**src/mcrc_cfg.svh**
```systemverilog
// Constants for the multichannel reset controller.
// Assumes a 10 MHz master clock; included by the package and the design.
`ifndef MCRC_CFG_SVH
`define MCRC_CFG_SVH
`define MCRC_NCH            4
`define MCRC_CLK_NS         100
`define MCRC_POR_NS         1000000
`define MCRC_POR_CYC        ((`MCRC_POR_NS) / (`MCRC_CLK_NS))
`define MCRC_SW_NS          1000
`define MCRC_SW_CYC         ((`MCRC_SW_NS) / (`MCRC_CLK_NS))
`define MCRC_LOSS_NS        10000
`define MCRC_LOSS_CYC       ((`MCRC_LOSS_NS) / (`MCRC_CLK_NS))
`define MCRC_CNT_W          14
`define MCRC_ADDR_W         11
`define MCRC_ADDR_GRST      11'h040
`define MCRC_ADDR_CHANNEL_CONFIG_REG      11'h001
`define MCRC_CH_STRIDE      11'h010
`define MCRC_ADDR_STAT      11'h7F0
`define MCRC_BIT_CHANNEL_SOFT_RESET_BIT      1
`define MCRC_BIT_STD        0
`define MCRC_CHANNEL_CONFIG_REG_RST       8'h00
`define MCRC_CHANNEL_CONFIG_REG_WMASK     8'h01
`endif

```
**src/mcrc_pkg.sv**
```systemverilog
// Types shared by the multichannel reset controller.
// Assumes mcrc_cfg.svh is on the include path.
`include "mcrc_cfg.svh"
package mcrc_pkg;
   // Register port request
   typedef struct packed {
      logic [10:0] addr;
      logic [7:0]  wdata;
      logic        wr;
      logic        rd;
   } mcrc_req_t;
   // Sequencer states for the global reset
   typedef enum logic [1:0] {
      MCRC_POR  = 2'b00,
      MCRC_HOLD = 2'b01,
      MCRC_SW   = 2'b10,
      MCRC_RUN  = 2'b11
   } mcrc_state_t;
endpackage

```
**src/mcrc_top.sv**
```systemverilog
// Reset controller: merges power-on, pin, global and per-channel soft resets.
// Assumes clk is the master clock; rst_n_pin and clk_alive come from outside.
`timescale 1ns/1ps
`include "mcrc_cfg.svh"

// Functional notes
// Four sources; channel reset only own channel
// Global resets reset common blocks and channels
// Line pins high impedance during reset
// Line pins tristated per affected scope
// System interface returns to dual-rail NRZ
// Global reset makes data and GPIO inputs
// State machines reset per scope
// Interrupt sources masked per scope
// Global reset restores all register defaults
// Channel reset keeps line-standard bit
// Power-on completes within 1 ms
// Low reset pin holds device reset
// Board holds pin low over 1 us
// Global soft reset completes within 1 us
// Channel reset bit self-clears within 1 us
// Channel reset spares common logic
// Channel reset spares other channels
// Clock lost after 10 us low duty
// Clock return triggers automatic reset
// Channel reset is global or own request
module mcrc_top (
   input  wire logic               clk,
   input  wire logic               rst,
   input  wire logic               rst_n_pin,
   input  wire logic               clk_alive,
   input  wire mcrc_pkg::mcrc_req_t req,
   output logic [7:0]              rdata,
   output logic                    common_rst,
   output logic [3:0]              chan_rst,
   output logic [3:0]              line_oe,
   output logic [3:0]              sys_nrz,
   output logic [3:0]              int_mask,
   output logic                    host_pins_in,
   output logic                    power_down
);
   import mcrc_pkg::*;

   // -------------------------------------------------
   // Input synchronisers
   // -------------------------------------------------
   logic [1:0] pin_sync_q, alive_sync_q;
   logic       pin_n, alive;
   // Pins cross from the board; reset to idle level so no false low follows reset
   always_ff @(posedge clk or posedge rst) begin
      if (rst) begin
         pin_sync_q   <= 2'b11;
         alive_sync_q <= 2'b11;
      end else begin
         pin_sync_q   <= {pin_sync_q[0], rst_n_pin};
         alive_sync_q <= {alive_sync_q[0], clk_alive};
      end
   end
   assign pin_n = pin_sync_q[1];
   assign alive = alive_sync_q[1];

   // Address decode shared by reads and writes
   function automatic logic is_channel_config_reg(input logic [10:0] a, input int ch);
      is_channel_config_reg = (a == 11'(`MCRC_ADDR_CHANNEL_CONFIG_REG + ch * `MCRC_CH_STRIDE));
   endfunction

   // -------------------------------------------------
   // Global sequencer
   // -------------------------------------------------
   mcrc_state_t st_q, st_d;
   logic [`MCRC_CNT_W-1:0] cnt_q, cnt_d;
   logic [`MCRC_CNT_W-1:0] loss_q, loss_d;
   logic lost_q, lost_d;
   logic grst_wr;
   assign grst_wr = req.wr && (req.addr == `MCRC_ADDR_GRST);

   // Loss timer counts cycles without alive indication
   always_comb begin
      loss_d = loss_q;
      lost_d = lost_q;
      if (alive) begin
         loss_d = '0;
         lost_d = 1'b0;
      end else if (loss_q >= `MCRC_CNT_W'(`MCRC_LOSS_CYC - 1)) begin
         lost_d = 1'b1;
      end else begin
         loss_d = loss_q + 1'b1;
      end
   end

   // Pin and lost clock hold reset; sources reload the counter
   always_comb begin
      st_d  = st_q;
      cnt_d = cnt_q;
      case (st_q)
         MCRC_POR: begin
            if (!pin_n || lost_q) begin
               st_d = MCRC_HOLD;
            end else if (cnt_q >= `MCRC_CNT_W'(`MCRC_POR_CYC - 1)) begin
               st_d = MCRC_RUN;
            end else begin
               cnt_d = cnt_q + 1'b1;
            end
         end
         MCRC_HOLD: begin
            cnt_d = '0;
            if (pin_n && !lost_q) begin
               st_d = MCRC_SW;
            end
         end
         MCRC_SW: begin
            if (!pin_n || lost_q) begin
               st_d = MCRC_HOLD;
            end else if (cnt_q >= `MCRC_CNT_W'(`MCRC_SW_CYC - 2)) begin
               st_d  = MCRC_RUN;
               cnt_d = '0;
            end else begin
               cnt_d = cnt_q + 1'b1;
            end
         end
         default: begin
            cnt_d = '0;
            if (!pin_n || lost_q) begin
               st_d = MCRC_HOLD;
            end else if (grst_wr) begin
               st_d = MCRC_SW;
            end
         end
      endcase
   end

   // Power-on reset starts the sequencer; pin reads high until sampled
   always_ff @(posedge clk or posedge rst) begin
      if (rst) begin
         st_q   <= MCRC_POR;
         cnt_q  <= '0;
         loss_q <= '0;
         lost_q <= 1'b0;
      end else begin
         st_q   <= st_d;
         cnt_q  <= cnt_d;
         loss_q <= loss_d;
         lost_q <= lost_d;
      end
   end

   logic glob;
   assign glob = (st_q != MCRC_RUN);

   // -------------------------------------------------
   // Per-channel registers and resets
   // -------------------------------------------------
   logic [3:0] std_q, std_d, crst_q, crst_d;
   logic [`MCRC_NCH-1:0][3:0] ccnt_q, ccnt_d;

   genvar g;
   generate
      for (g = 0; g < `MCRC_NCH; g++) begin : gch
         // Channel bit self-clears after a fixed count; global wipes all
         always_comb begin
            std_d[g]  = std_q[g];
            crst_d[g] = crst_q[g];
            ccnt_d[g] = ccnt_q[g];
            if (glob) begin
               std_d[g]  = 1'b0;
               crst_d[g] = 1'b0;
               ccnt_d[g] = '0;
            end else if (crst_q[g]) begin
               if (ccnt_q[g] >= 4'(`MCRC_SW_CYC - 2)) begin
                  crst_d[g] = 1'b0;
                  ccnt_d[g] = '0;
               end else begin
                  ccnt_d[g] = ccnt_q[g] + 1'b1;
               end
            end else if (req.wr && is_channel_config_reg(req.addr, g)) begin
               // Line-standard bit survives the channel reset
               std_d[g]  = req.wdata[`MCRC_BIT_STD];
               crst_d[g] = req.wdata[`MCRC_BIT_CHANNEL_SOFT_RESET_BIT];
            end
         end
      end
   endgenerate

   always_ff @(posedge clk or posedge rst) begin
      if (rst) begin
         std_q  <= '0;
         crst_q <= '0;
         ccnt_q <= '0;
      end else begin
         std_q  <= std_d;
         crst_q <= crst_d;
         ccnt_q <= ccnt_d;
      end
   end

   // -------------------------------------------------
   // Outputs and read data
   // -------------------------------------------------
   logic [3:0] ch_any;
   logic [7:0] rdata_d;
   assign ch_any = {4{glob}} | crst_q;

   // Reads: channel config or status word
   always_comb begin
      rdata_d = 8'h00;
      if (req.rd && req.addr == `MCRC_ADDR_STAT) begin
         rdata_d = {2'b00, lost_q, glob, crst_q};
      end else if (req.rd) begin
         for (int c = 0; c < `MCRC_NCH; c++) begin
            if (is_channel_config_reg(req.addr, c)) begin
               rdata_d = {6'h00, crst_q[c], std_q[c]};
            end
         end
      end
   end

   // Every output is a flop; reset state is the safe state
   always_ff @(posedge clk or posedge rst) begin
      if (rst) begin
         rdata        <= 8'h00;
         common_rst   <= 1'b1;
         chan_rst     <= 4'hF;
         line_oe      <= 4'h0;
         sys_nrz      <= 4'hF;
         int_mask     <= 4'hF;
         host_pins_in <= 1'b1;
         power_down   <= 1'b0;
      end else begin
         rdata        <= rdata_d;
         common_rst   <= glob;
         chan_rst     <= ch_any;
         line_oe      <= ~ch_any;
         // Default-forcing levels stand while a reset covers that scope
         sys_nrz      <= ch_any;
         int_mask     <= ch_any;
         host_pins_in <= glob;
         power_down   <= lost_q;
      end
   end

   // -------------------------------------------------
   // Checks
   // -------------------------------------------------
   // Length of the current global reset window, for the timing checks
   logic [`MCRC_CNT_W-1:0] glen_q, glen_d;
   always_comb begin
      glen_d = '0;
      if (glob) begin
         // Saturate so a long pin hold cannot wrap the count
         glen_d = (glen_q == '1) ? glen_q : glen_q + 1'b1;
      end
   end

   // Helper register only; kept apart from the design state
   always_ff @(posedge clk or posedge rst) begin
      if (rst) begin
         glen_q <= '0;
      end else begin
         glen_q <= glen_d;
      end
   end

   chan_scope_a: assert property (@(posedge clk) disable iff (rst)
      (!glob && crst_q[0] && !crst_q[1]) |=> !chan_rst[1])
      else $error("channel reset leaked to another channel");
   line_hiz_a: assert property (@(posedge clk) disable iff (rst)
      glob |=> (line_oe == 4'h0))
      else $error("line pins driven during reset");
   sw_done_a: assert property (@(posedge clk) disable iff (rst)
      (st_q == MCRC_RUN && grst_wr && pin_n && !lost_q) |=> ##9
         (!glob && glen_q == `MCRC_CNT_W'(`MCRC_SW_CYC - 1)))
      else $error("global soft reset length wrong");
   por_len_a: assert property (@(posedge clk) disable iff (rst)
      ($fell(glob) && $past(st_q) == MCRC_POR) |-> glen_q == `MCRC_CNT_W'(`MCRC_POR_CYC))
      else $error("power-on reset length wrong");
   host_keep_a: assert property (@(posedge clk) disable iff (rst)
      (!glob && |crst_q) |=> !host_pins_in)
      else $error("channel reset forced host pins to input");
   host_in_a: assert property (@(posedge clk) disable iff (rst)
      glob |=> host_pins_in)
      else $error("host pins not input during global reset");
   nrz_all_a: assert property (@(posedge clk) disable iff (rst)
      glob |=> (sys_nrz == 4'hF))
      else $error("system interface not forced during global reset");
   mask_scope_a: assert property (@(posedge clk) disable iff (rst)
      (!glob && crst_q[1] && !crst_q[2]) |=> (int_mask[1] && !int_mask[2]))
      else $error("interrupt mask scope wrong");
   std_clr_a: assert property (@(posedge clk) disable iff (rst)
      glob |=> (std_q == 4'h0))
      else $error("global reset left a register set");
   chbit_clr_a: assert property (@(posedge clk) disable iff (rst)
      $rose(crst_q[0]) && !glob |-> ##[1:10] !crst_q[0])
      else $error("channel bit did not self clear");
   pin_hold_a: assert property (@(posedge clk) disable iff (rst)
      !pin_n |=> glob)
      else $error("reset pin low but not in reset");
   loss_pd_a: assert property (@(posedge clk) disable iff (rst)
      lost_q |=> power_down)
      else $error("power down missing on clock loss");
   std_keep_a: assert property (@(posedge clk) disable iff (rst)
      (!glob && crst_q[0]) |=> std_q[0] == $past(std_q[0]))
      else $error("line standard bit disturbed");
   common_a: assert property (@(posedge clk) disable iff (rst)
      (!glob && |crst_q) |=> !common_rst)
      else $error("channel reset hit common logic");
endmodule

```
**config.mk**
```make
export PLATFORM = sky130hd
export DESIGN_NAME = mcrc_top
export DESIGN_NICKNAME = d
export VERILOG_FILES = /design/src/mcrc_pkg.sv /design/src/mcrc_top.sv
export VERILOG_INCLUDE_DIRS = /design/src
export SDC_FILE = /design/constraint.sdc
export NUM_CORES = 1
export LEC_CHECK = 0
export ABC_AREA = 1
export BUFFER_PORTS_ARGS = -buffer_cell sky130_fd_sc_hd__buf_2
export CAP_MARGIN = 20
export CORE_ASPECT_RATIO = 0.9
export CORE_UTILIZATION = 52
export CTS_CLUSTER_SIZE = 16
export DETAILED_ROUTE_END_ITERATION = 10
export GPL_ROUTABILITY_DRIVEN = 0
export PLACE_DENSITY = 0.74
export SETUP_SLACK_MARGIN = 0.02
export SLEW_MARGIN = 20
export SYNTH_ARGS = -nofsm -noshare
export SYNTH_HDL_FRONTEND = slang
export SYNTH_SLANG_ARGS = --single-unit
```
**constraint.sdc**
```tcl
create_clock -name clk -period 2.2 [get_ports clk]
set_input_delay 0.44 -clock clk [delete_from_list [all_inputs] [get_ports clk]]
set_output_delay 0.44 -clock clk [all_outputs]
set_load 0.03 [all_outputs]
```
Word level (Yosys, flattened, before mapping)
Index checks and enable logic that the tools add are counted.
{ "word_totals": {"regBits": 77, "in_bits": 25} }
{ "classes": {"add_sub_neg": 6, "order_cmp": 7, "n_eq_ne": 20, "n_mux": 63, "bitwise_logic": 2, "reduce_logical": 27} }
{ "ops": {"columns": ["op", "n"], "rows": [
  ["$mux W14", 6],
  ["$mux W4", 12],
  ["$mux W8", 5],
  ["$mux W1", 30],
  ["$add A14 B1 Y14 const B", 2],
  ["$pmux W14 S2", 1],
  ["$eq A11 B6 Y1 const B", 2],
  ["$ne A2 B2 Y1 const B", 10],
  ["$reduce_bool A2 Y1", 9],
  ["$add A4 B1 Y4 const B", 4],
  ["$ge A4 B4 Y1 const B", 4],
  ["$mux W2", 8],
  ["$ge A14 B14 Y1 const B", 1],
  ["$ge A14 B4 Y1 const B", 1],
  ["$ge A14 B7 Y1 const B", 1],
  ["$eq A11 B1 Y1 const B", 1],
  ["$eq A11 B11 Y1 const B", 1],
  ["$eq A11 B5 Y1 const B", 1],
  ["$eq A11 B7 Y1 const B", 1],
  ["$reduce_and A2 Y1", 4],
  ["$logic_and A1 B1 Y1", 7],
  ["$ne A3 B3 Y1 const B", 2],
  ["$pmux W2 S3", 1],
  ["$reduce_bool A5 Y1", 1],
  ["other kinds (9)", 10]
]} }

Logic depth before layout (Yosys ltp)
Gate-level depths: netlist of run 1.
{ "depth": {"word_depth": 7, "depth_mapped": 10, "mapped_depth_nobuf": 10} }

Least setup slack after synthesis of run 1
OpenSTA, ideal clock, no wires.
{ "synth_timing": {"kind": "register -> register", "start": "register cnt_q[0]", "end": "register cnt_q[9]", "setup_ps": 119, "t_arrival_ps": 1368, "slack_ps": 714, "path_stages_with_launch": 11, "synth_period_minus_slack_ps": 1486, "cell_sequence": "dfrtp_1 > ha_1 > inv_1 > o21ai_2 > nand3_2 > nand2_2 > nand2_4 > nand2_8 > buf_12 > nand2_1 > o21ai_2"} }
{ "synth_via": {"elab_chain_len": 4, "word_cells_on_any_way": 10, "classes_between": "add/sub (1); order compare (2); eq/ne (1); mux (5); reduce/logical (1)"} }
{ "synth_lines": {"columns": ["item", "line", "rtl"], "rows": [
  ["start: declaration", "mcrc_top.sv:71", "logic [`MCRC_CNT_W-1:0] cnt_q, cnt_d;"],
  ["start signal: assignment", "mcrc_top.sv:141", "cnt_q <= cnt_d;"],
  ["$add A14 B1 Y14 or $ge A14 B4 Y1 (tied branches)", "mcrc_top.sv:102, mcrc_top.sv:118, mcrc_top.sv:114", null],
  ["$mux W14, on equally long branches", "mcrc_top.sv:114, mcrc_top.sv:99", null],
  ["$mux W14, on equally long branches", "mcrc_top.sv:112, mcrc_top.sv:97", null],
  ["$pmux W14 S2", "mcrc_top.sv:95", "case (st_q)"]
]} }
Parallel ways exist; a longest one is shown, timed or not. The select of a mux whose other input is x is not followed.
A chain may end at the register's enable or synchronous reset.

Worst setup path in the final report of run 1
Same ends and word-level chain as after synthesis.

==> out/qor.yml, run 1 <==
yosys:
  yosysSeqAreaShare_pct: 46.5
  synthDistinctLibCells: 35
  yosys_warnings: 0
  ys.flop_type: "dfrtp_1"
  synthTopCellsByCount: "103 x nand2_1, 75 x inv_1, 66 x dfrtp_1"
  synth_area_per_cell_sq_um: 8.16
  yosysTopAreaCell: "dfrtp_1"
  synth_top_cell_area_share_pct: 40.7
  synth.most_common_cell: "nand2_1"
  netlist_top_cells_area: "dfrtp_1 41%, nand2_1 9.5%, inv_1 6.9%, dfstp_2 5.8%, nand3_1 5.2%"
  async_flop_share_pct: 100
  ys_seq_elements: 75
  syn_area_sq_um: 4060
  synth_edf_count: 0
  syn_inst: 497
power_and_ir_drop:
  power.density_nw_per_um2: 901
  worst_ir_drop_vdd_uv: 451
  power.internal_w: 0.00253
  switchingPower_w: 0.00152
  p_comb_share_pct: 29.4
  p_clk_share_pct: 29.0
  p_sw_share_pct: 37.6
  p_seq_share_pct: 41.7
  leakagePower_nw: 2.20
global_route:
  grt_max_degree: 43
  gr-usage-all-layers_pct: 21.4
  antenna_found_initial: 0
  grt_overflow: 0
  grt_pass1_wl_microns: 13500
  first_global_vias: 3142
hold_path:
  min_path_type: "primary input to flop"
  min_from: "rst_n_pin"
  holdPathEnd: "pin_sync_q[0]"
  min_path_cells: 1
critical_path:
  path_max_fanout: 27
  path_cells: "ha_1, inv_1, o21ai_2, nand3_2, nand2_2, nand2_4, nand2_8, nand2_1, o21ai_2"
  max_stage_delay_ps: 440
  reg2reg_slack_ps: 530
  worst-path-buf-inv: 1
  cpLargestDelayFamily: "simple AND/OR/NAND/NOR gates"
  worst-r2r-cell-count: 9
  critical_path_class: "flop to flop"
  critPathArrivalTime_ps: 1950
  cp_data_required_time_ps: 2480
  crit_top_cell: "o21ai_2"
  worstReg2RegStart: "cnt_q[0]"
  crit_path_end_kind: "flop"
  slowest_stage: "dfrtp_1"
  startpoint_type: "flop"
  r2r-end: "cnt_q[9]"
timing:
  post-route-period-util_pct: 76.0
  period_minus_slack_ps: 1670
  max_freq_ghz: 0.598
  final_hold_viol_count: 0
  worst_pin_slew_ps: 515
  hold_slack_ps: 185
  finalMaxSlewViolations: 0
  finalSetupViolCount: 0
  max_slew_margin_pct: 65.7
  postLayoutSetupSlackWorst_ps: 529
  fin_setup_tns_ps: 0
  finClkSkew_ps: 14.7
  rsz0062_at_grt: "no"
layout:
  num_antenna_cells: 0
  drive_gt1_share_pct: 21.2
  final_core_util_pct: 59.6
  nets: 573
  syn_to_final_growth_pct: 10.9
die:
  ios: 52
  core-area_sq_um: 7540
  rows: 30
  initial_core_util_pct: 53.8
  die_h_microns: 85.8
  die_w_microns: 95.1
  die_area_sq_um: 8160
drt:
  dr_total_vias: 3266
  viasPerCell: 5.12
  drtPass1Iterations: 4
  antenna_left: 0
  wire_per_inst_microns: 12.0
  drc_errors: 0
  drtIter0Drc: 268
  wl_microns: 7640
clock_network:
  post_cts_buffers: 0
  cts-hold-fix-buffers: 0
  cts_buffers: 9
  cts.repair.resized: 0
  path_clk_slew_ps: 80
  cts_tree: "built"
  root_buffer: "clkbuf_8"
  clock_latency_ps: 360
  htree_levels: 3
  cts.sinks: 75
  cts_buffer_depth: 2
placed_design:
  hpwl_microns: 5630
  io_buffers: 43
  pre_cts_ws_ps: 530
outcome:
  status: "completed"
flow_run:
  drv_cap: 0
registers in the layout, indices dropped and copies added (netlist names):
register	count
alive_sync_q	2
ccnt_q	16
cnt_q	14
crst_q	4
host_pins_in	1
int_mask	4
line_oe	4
loss_q	14
lost_q	1
pin_sync_q	2
power_down	1
rdata	6
st_q	2
std_q	4
logic make-up after synthesis:
family,Yosys count,synth area share (%)
other,1,0.0924
adders and majority gates,11,3.39
DFF,75,46.5
and+or+nand+nor,253,29.4
buffers and inverters,94,10.6
xor gates and xnor gates,9,1.94
AOI/OAI and AO/OA,54,8.08
worst register-to-register path: cells and delay by family, from the launching register on:
family	cells	cell delay, ps
buffers and inverters	1	90
AO/OA/AOI/OAI	2	210
adder cells (fa/ha/maj)	1	270
flip-flops	1	440
AND/OR/NAND/NOR	5	610
power groups by stage:
stage,logic [W],registers [W],clock network (W)
final,0.00119,0.00169,0.00117
after global routing,0.00131,0.00171,0.00126
after CTS,0.00120,0.00169,0.00121
after detailed placement,0.00120,0.00172,0
after global placement,0.00118,0.00171,0
after floorplan,0.000896,0.00185,0
how the worst max path moves through the flow:
stage / start / slack (ps) / cells past startpoint / end
after floorplan: cnt_q[0] / 710 / 10 / cnt_q[9]
after global placement: req[16] / 530 / 9 / std_q[0]
after detailed placement: req[15] / 530 / 10 / rdata[0]
after CTS: cnt_q[0] / 510 / 9 / cnt_q[9]
after global routing: cnt_q[0] / 360 / 8 / cnt_q[6]
final: cnt_q[0] / 530 / 9 / cnt_q[9]
per-stage QoR:
step	cells	instance area [sq um]	total power (W)
floorplan	498	4060	0.00275
global placement	622	4280	0.00289
detailed placement	622	4280	0.00291
CTS	638	4500	0.00410
global route	638	4500	0.00429
finish	638	4500	0.00405
placed cells by master (no fill, tap or decap), drive strengths merged, types with 6 or more instances in the layout:
cell,instances
dfrtp,66
xnor2,6
buf,46
dfstp,9
inv,75
nor3,15
nand4,13
nand2,117
clkbuf,11
nand3,43
nor2,62
ha,11
o21ai,45
layer usage:
metal	track usage, %	wire [microns]	vias to the layer above
met5	0	0	-
met4	8.13	125	0
met2	36.4	3680	77
li1	-	-	1639
met3	5.59	322	12
met1	25.9	3510	1538
layout make-up:
cell class,count,area [sq um]
clock buffers,11,141
clock inverters,5,77.6
flip-flops and latches,75,1890
multi-input cells,329,1740
repair buffers,46,238
fillers,667,3050
well taps,96,120
inverters,76,289
Power figures use the tool's default switching activity.
==> inputs of run 2 (changes only) <==
ABC_AREA = 0   (was 1)
clock period = 1.35 ns   (was 2.2 ns; I/O delays follow)
==> run 2 against run 1 <==
- the run now ends with setup timing left
- worst setup slack lost 900 ps
- final area up 11%
- worst hold slack got worse by 160 ps
- power is 15% higher
- sequential share of layout area shrank 4.0 points
- sequential cell count is the same
- routed wire length up 19%
- die area is 8.8% lower
- first-iteration DRC count down 39%
- combinational power shrank 53%
- register-to-register slack got worse by 900 ps
- critical endpoint is now cnt_q[0]
- largest cell class unchanged
==> out/qor.yml, run 2 <==
layout:
  layout.cells.non_filler: 552  # -13%
  mostFrequentLayoutCell: "dfrtp_1"
  nets: 493  # -14%
  largest_reg_flops: 16  # unchanged
  final_cell_mix: "63 x dfrtp_1, 60 x buf_4, 30 x nand2_1, 29 x buf_2, 23 x nor2_1"
  num_antenna_cells: 0  # unchanged
  drive_gt1_share_pct: 39.2  # +18 points
  top_register: "ccnt_q"
  reg_top3: "ccnt_q: 16 flops, cnt_q: 14 flops, loss_q: 14 flops"
  syn_to_final_growth_pct: 34.8
die:
  die_h_microns: 81.9  # -4.5%
  ios: 52  # unchanged
  die_w_microns: 90.8  # -4.5%
  core-area_sq_um: 6730  # -11%
  die_area_sq_um: 7440  # -8.8%
  initial_core_util_pct: 54.9  # +1.1 points
  rows: 28  # -6.7%
timing:
  rsz0062_at_grt: "yes"
  max_freq_ghz: 0.582  # -2.8%
  finalMaxSlewViolations: 0  # unchanged
  final_hold_viol_count: 0  # unchanged
  post-route-period-util_pct: 127  # +51 points
  postLayoutSetupSlackWorst_ps: -368  # -897 ps
  period_minus_slack_ps: 1720  # +47.3 ps
  finClkSkew_ps: 10.2  # -4.48 ps
  finalSetupViolCount: 24  # +24
yosys:
  yosysSeqAreaShare_pct: 51.1  # +4.6 points
  syn_area_sq_um: 3690  # -9.0%
  ys_seq_elements: 75  # unchanged
  syn_inst: 353  # -29%
  synth_top_cell_area_share_pct: 44.7  # +4.0 points
  async_flop_share_pct: 100  # unchanged
  synth_edf_count: 0  # unchanged
  yosysTopAreaCell: "dfrtp_1"
  yosys_warnings: 0  # unchanged
  synthTopCellsByCount: "66 x dfrtp_1, 30 x nand2_1, 25 x nor2_1"
  synthDistinctLibCells: 55  # +57%
  synth_area_per_cell_sq_um: 10.5  # +28%
  ys.flop_type: "dfrtp_1"
  netlist_top_cells_area: "dfrtp_1 45%, dfstp_2 6.4%, ha_1 3.7%, a21oi_1 3.1%, nand2_1 3.0%"
  synth.most_common_cell: "dfrtp_1"
drt:
  drtIter0Drc: 163  # -39%
  dr_total_vias: 3126  # -4.3%
  wl_microns: 9080  # +19%
  drtPass1Iterations: 7  # +3
  drc_errors: 0  # unchanged
  viasPerCell: 5.66  # +11%
  wire_per_inst_microns: 16.5  # +37%
  antenna_left: 0  # unchanged
power_and_ir_drop:
  switchingPower_w: 0.00117  # -23%
  p_sw_share_pct: 25.1  # -13 points
  p_seq_share_pct: 50.2  # +8.5 points
  finalPower_w: 0.00467  # +15%
  p_clk_share_pct: 37.8  # +8.8 points
  worst_ir_drop_vdd_uv: 535  # +19%
  leakagePower_nw: 2.25  # +2.4%
  power.density_nw_per_um2: 938  # +4.1%
  power.internal_w: 0.00350  # +38%
  p_comb_share_pct: 11.9  # -18 points
placed_design:
  placed_cells: 526  # -15%
  io_buffers: 43  # unchanged
  hpwl_microns: 5960  # +5.9%
outcome:
  failed_checks: "setup timing"
  status: "complete, but fails checks"
critical_path:
  critPathArrivalTime_ps: 2000  # +50 ps
  crit_path_end_kind: "flop"
  startpoint_type: "flop"
  reg2reg_slack_ps: -370  # -900 ps
  critical_path_class: "flop to flop"
  path_max_fanout: 9  # -67%
  cp_data_required_time_ps: 1630  # -850 ps
global_route:
  grt_max_degree: 36  # -16%
  first_global_vias: 3007  # -4.3%
  antenna_found_initial: 0  # unchanged
  grt_pass1_wl_microns: 13800  # +2.5%
  gr-usage-all-layers_pct: 24.3  # +2.8 points
  grt_overflow: 0  # unchanged
clock_network:
  root_buffer: "clkbuf_8"
  cts_buffers: 9  # unchanged
  clock_latency_ps: 340  # -20 ps
  cts.sinks: 75  # unchanged
  cts_tree: "built"
  cts_buffer_depth: 2  # unchanged
  path_clk_slew_ps: 80  # about the same
  htree_levels: 3  # unchanged
flow_run:
  drv_cap: 0  # unchanged
hold_path:
  min_path_type: "primary input to flop"
-- run 2: changes by cell type after synthesis, sizes merged, moves of 7 or more --
| cell | before | now |
|---|---|---|
| nor4 | 0 | 10 |
| inv | 76 | 20 |
| a21oi | 5 | 23 |
| nor3 | 15 | 5 |
| mux2i | 0 | 8 |
| nor2 | 62 | 25 |
| o31ai | 2 | 11 |
| or4 | 0 | 7 |
| nand2 | 117 | 30 |
| nand3 | 43 | 9 |
| nand3b | 1 | 9 |
| nor2b | 0 | 10 |
| o21ai | 45 | 13 |
-- run 2: per-layer routing --
layer / GRT usage, % / part of all wire, % / up-vias
met5: 0 / 0 / -
met1: 30.2 / 44 / 1530
met3: 6.94 / 5.8 / 14
li1: - / - / 1467
met4: 8.25 / 1.4 / 0
met2: 41.1 / 49 / 115
-- run 2: worst max-delay path, stage by stage (launching register included) --
cell and delay (ps):
dfrtp_2 410, or3b_4 460, a211oi_2 160, buf_4 200, buf_4 150, o21ai_0 90, a21bo_1 190
-- run 2: cells by family after synthesis --
| family | synth area share [%] |
|---|---|
| muxes | 2.78 |
| adders and majority gates | 3.73 |
| AOI/OAI and AO/OA | 13.0 |
| xor gates and xnor gates | 0.712 |
| other | 0.102 |
| buffers and inverters | 5.49 |
| and+or+nand+nor | 23.1 |
| DFF | 51.1 |
-- run 2: stage by stage --
step	TNS, ps	instance area (sq um)	utilization (%)	hold WS, ps	worst slack [ps]
2_1_floorplan	-3650	3790	-	274	-280
3_3_place_gp	-7460	4460	66.3	348	-305
3_5_place_dp	-9110	4460	66.3	347	-378
4_1_cts	-5310	4830	71.7	10.3	-345
5_1_grt	-8070	4980	74.0	7.91	-421
6_report	-5910	4980	74.0	27.6	-368
-- run 2: what timing repair did --
| action | 4_1_cts | 5_1_grt |
|---|---|---|
| resized for setup | 34 | 23 |
| cloned | 0 | 2 |
| pin swaps | 6 | 8 |
| setup endpoints to repair | 64 | 45 |
| endpoints found under the hold margin | 22 | 0 |
| setup buffers | 5 | 4 |
| hold buffers | 1 | 0 |
-- run 2: path summary, 6_finish.rpt --
check                               from         endpoint  cells past startpoint
setup / recovery                 st_q[0]         cnt_q[0]                      6
hold / removal                 rst_n_pin    pin_sync_q[0]                      1
setup reg to reg                 st_q[0]         cnt_q[0]                      6
hold reg to reg            pin_sync_q[0]    pin_sync_q[1]                      0
max in group asynchronous            rst  alive_sync_q[0]                      4
min in group asynchronous            rst         rdata[4]                      4
-- run 2: final cells by class --
type	count	area, sq um
Tap cell	90	113
Clock inverter	4	48.8
Multi-Input combinational cell	240	1830
Sequential cell	75	1890
Inverter	21	87.6
Fill cell	457	1750
Clock buffer	12	155
Timing Repair Buffer	110	848
-- run 2: power by group through the flow --
stage / sequential (W) / clock [W] / combinational (W)
4_1_cts: 0.00234 / 0.00181 / 0.000537
3_3_place_gp: 0.00238 / 0 / 0.000486
2_1_floorplan: 0.00243 / 0 / 0.000258
5_1_grt: 0.00235 / 0.00189 / 0.000602
3_5_place_dp: 0.00238 / 0 / 0.000499
6_report: 0.00234 / 0.00177 / 0.000558
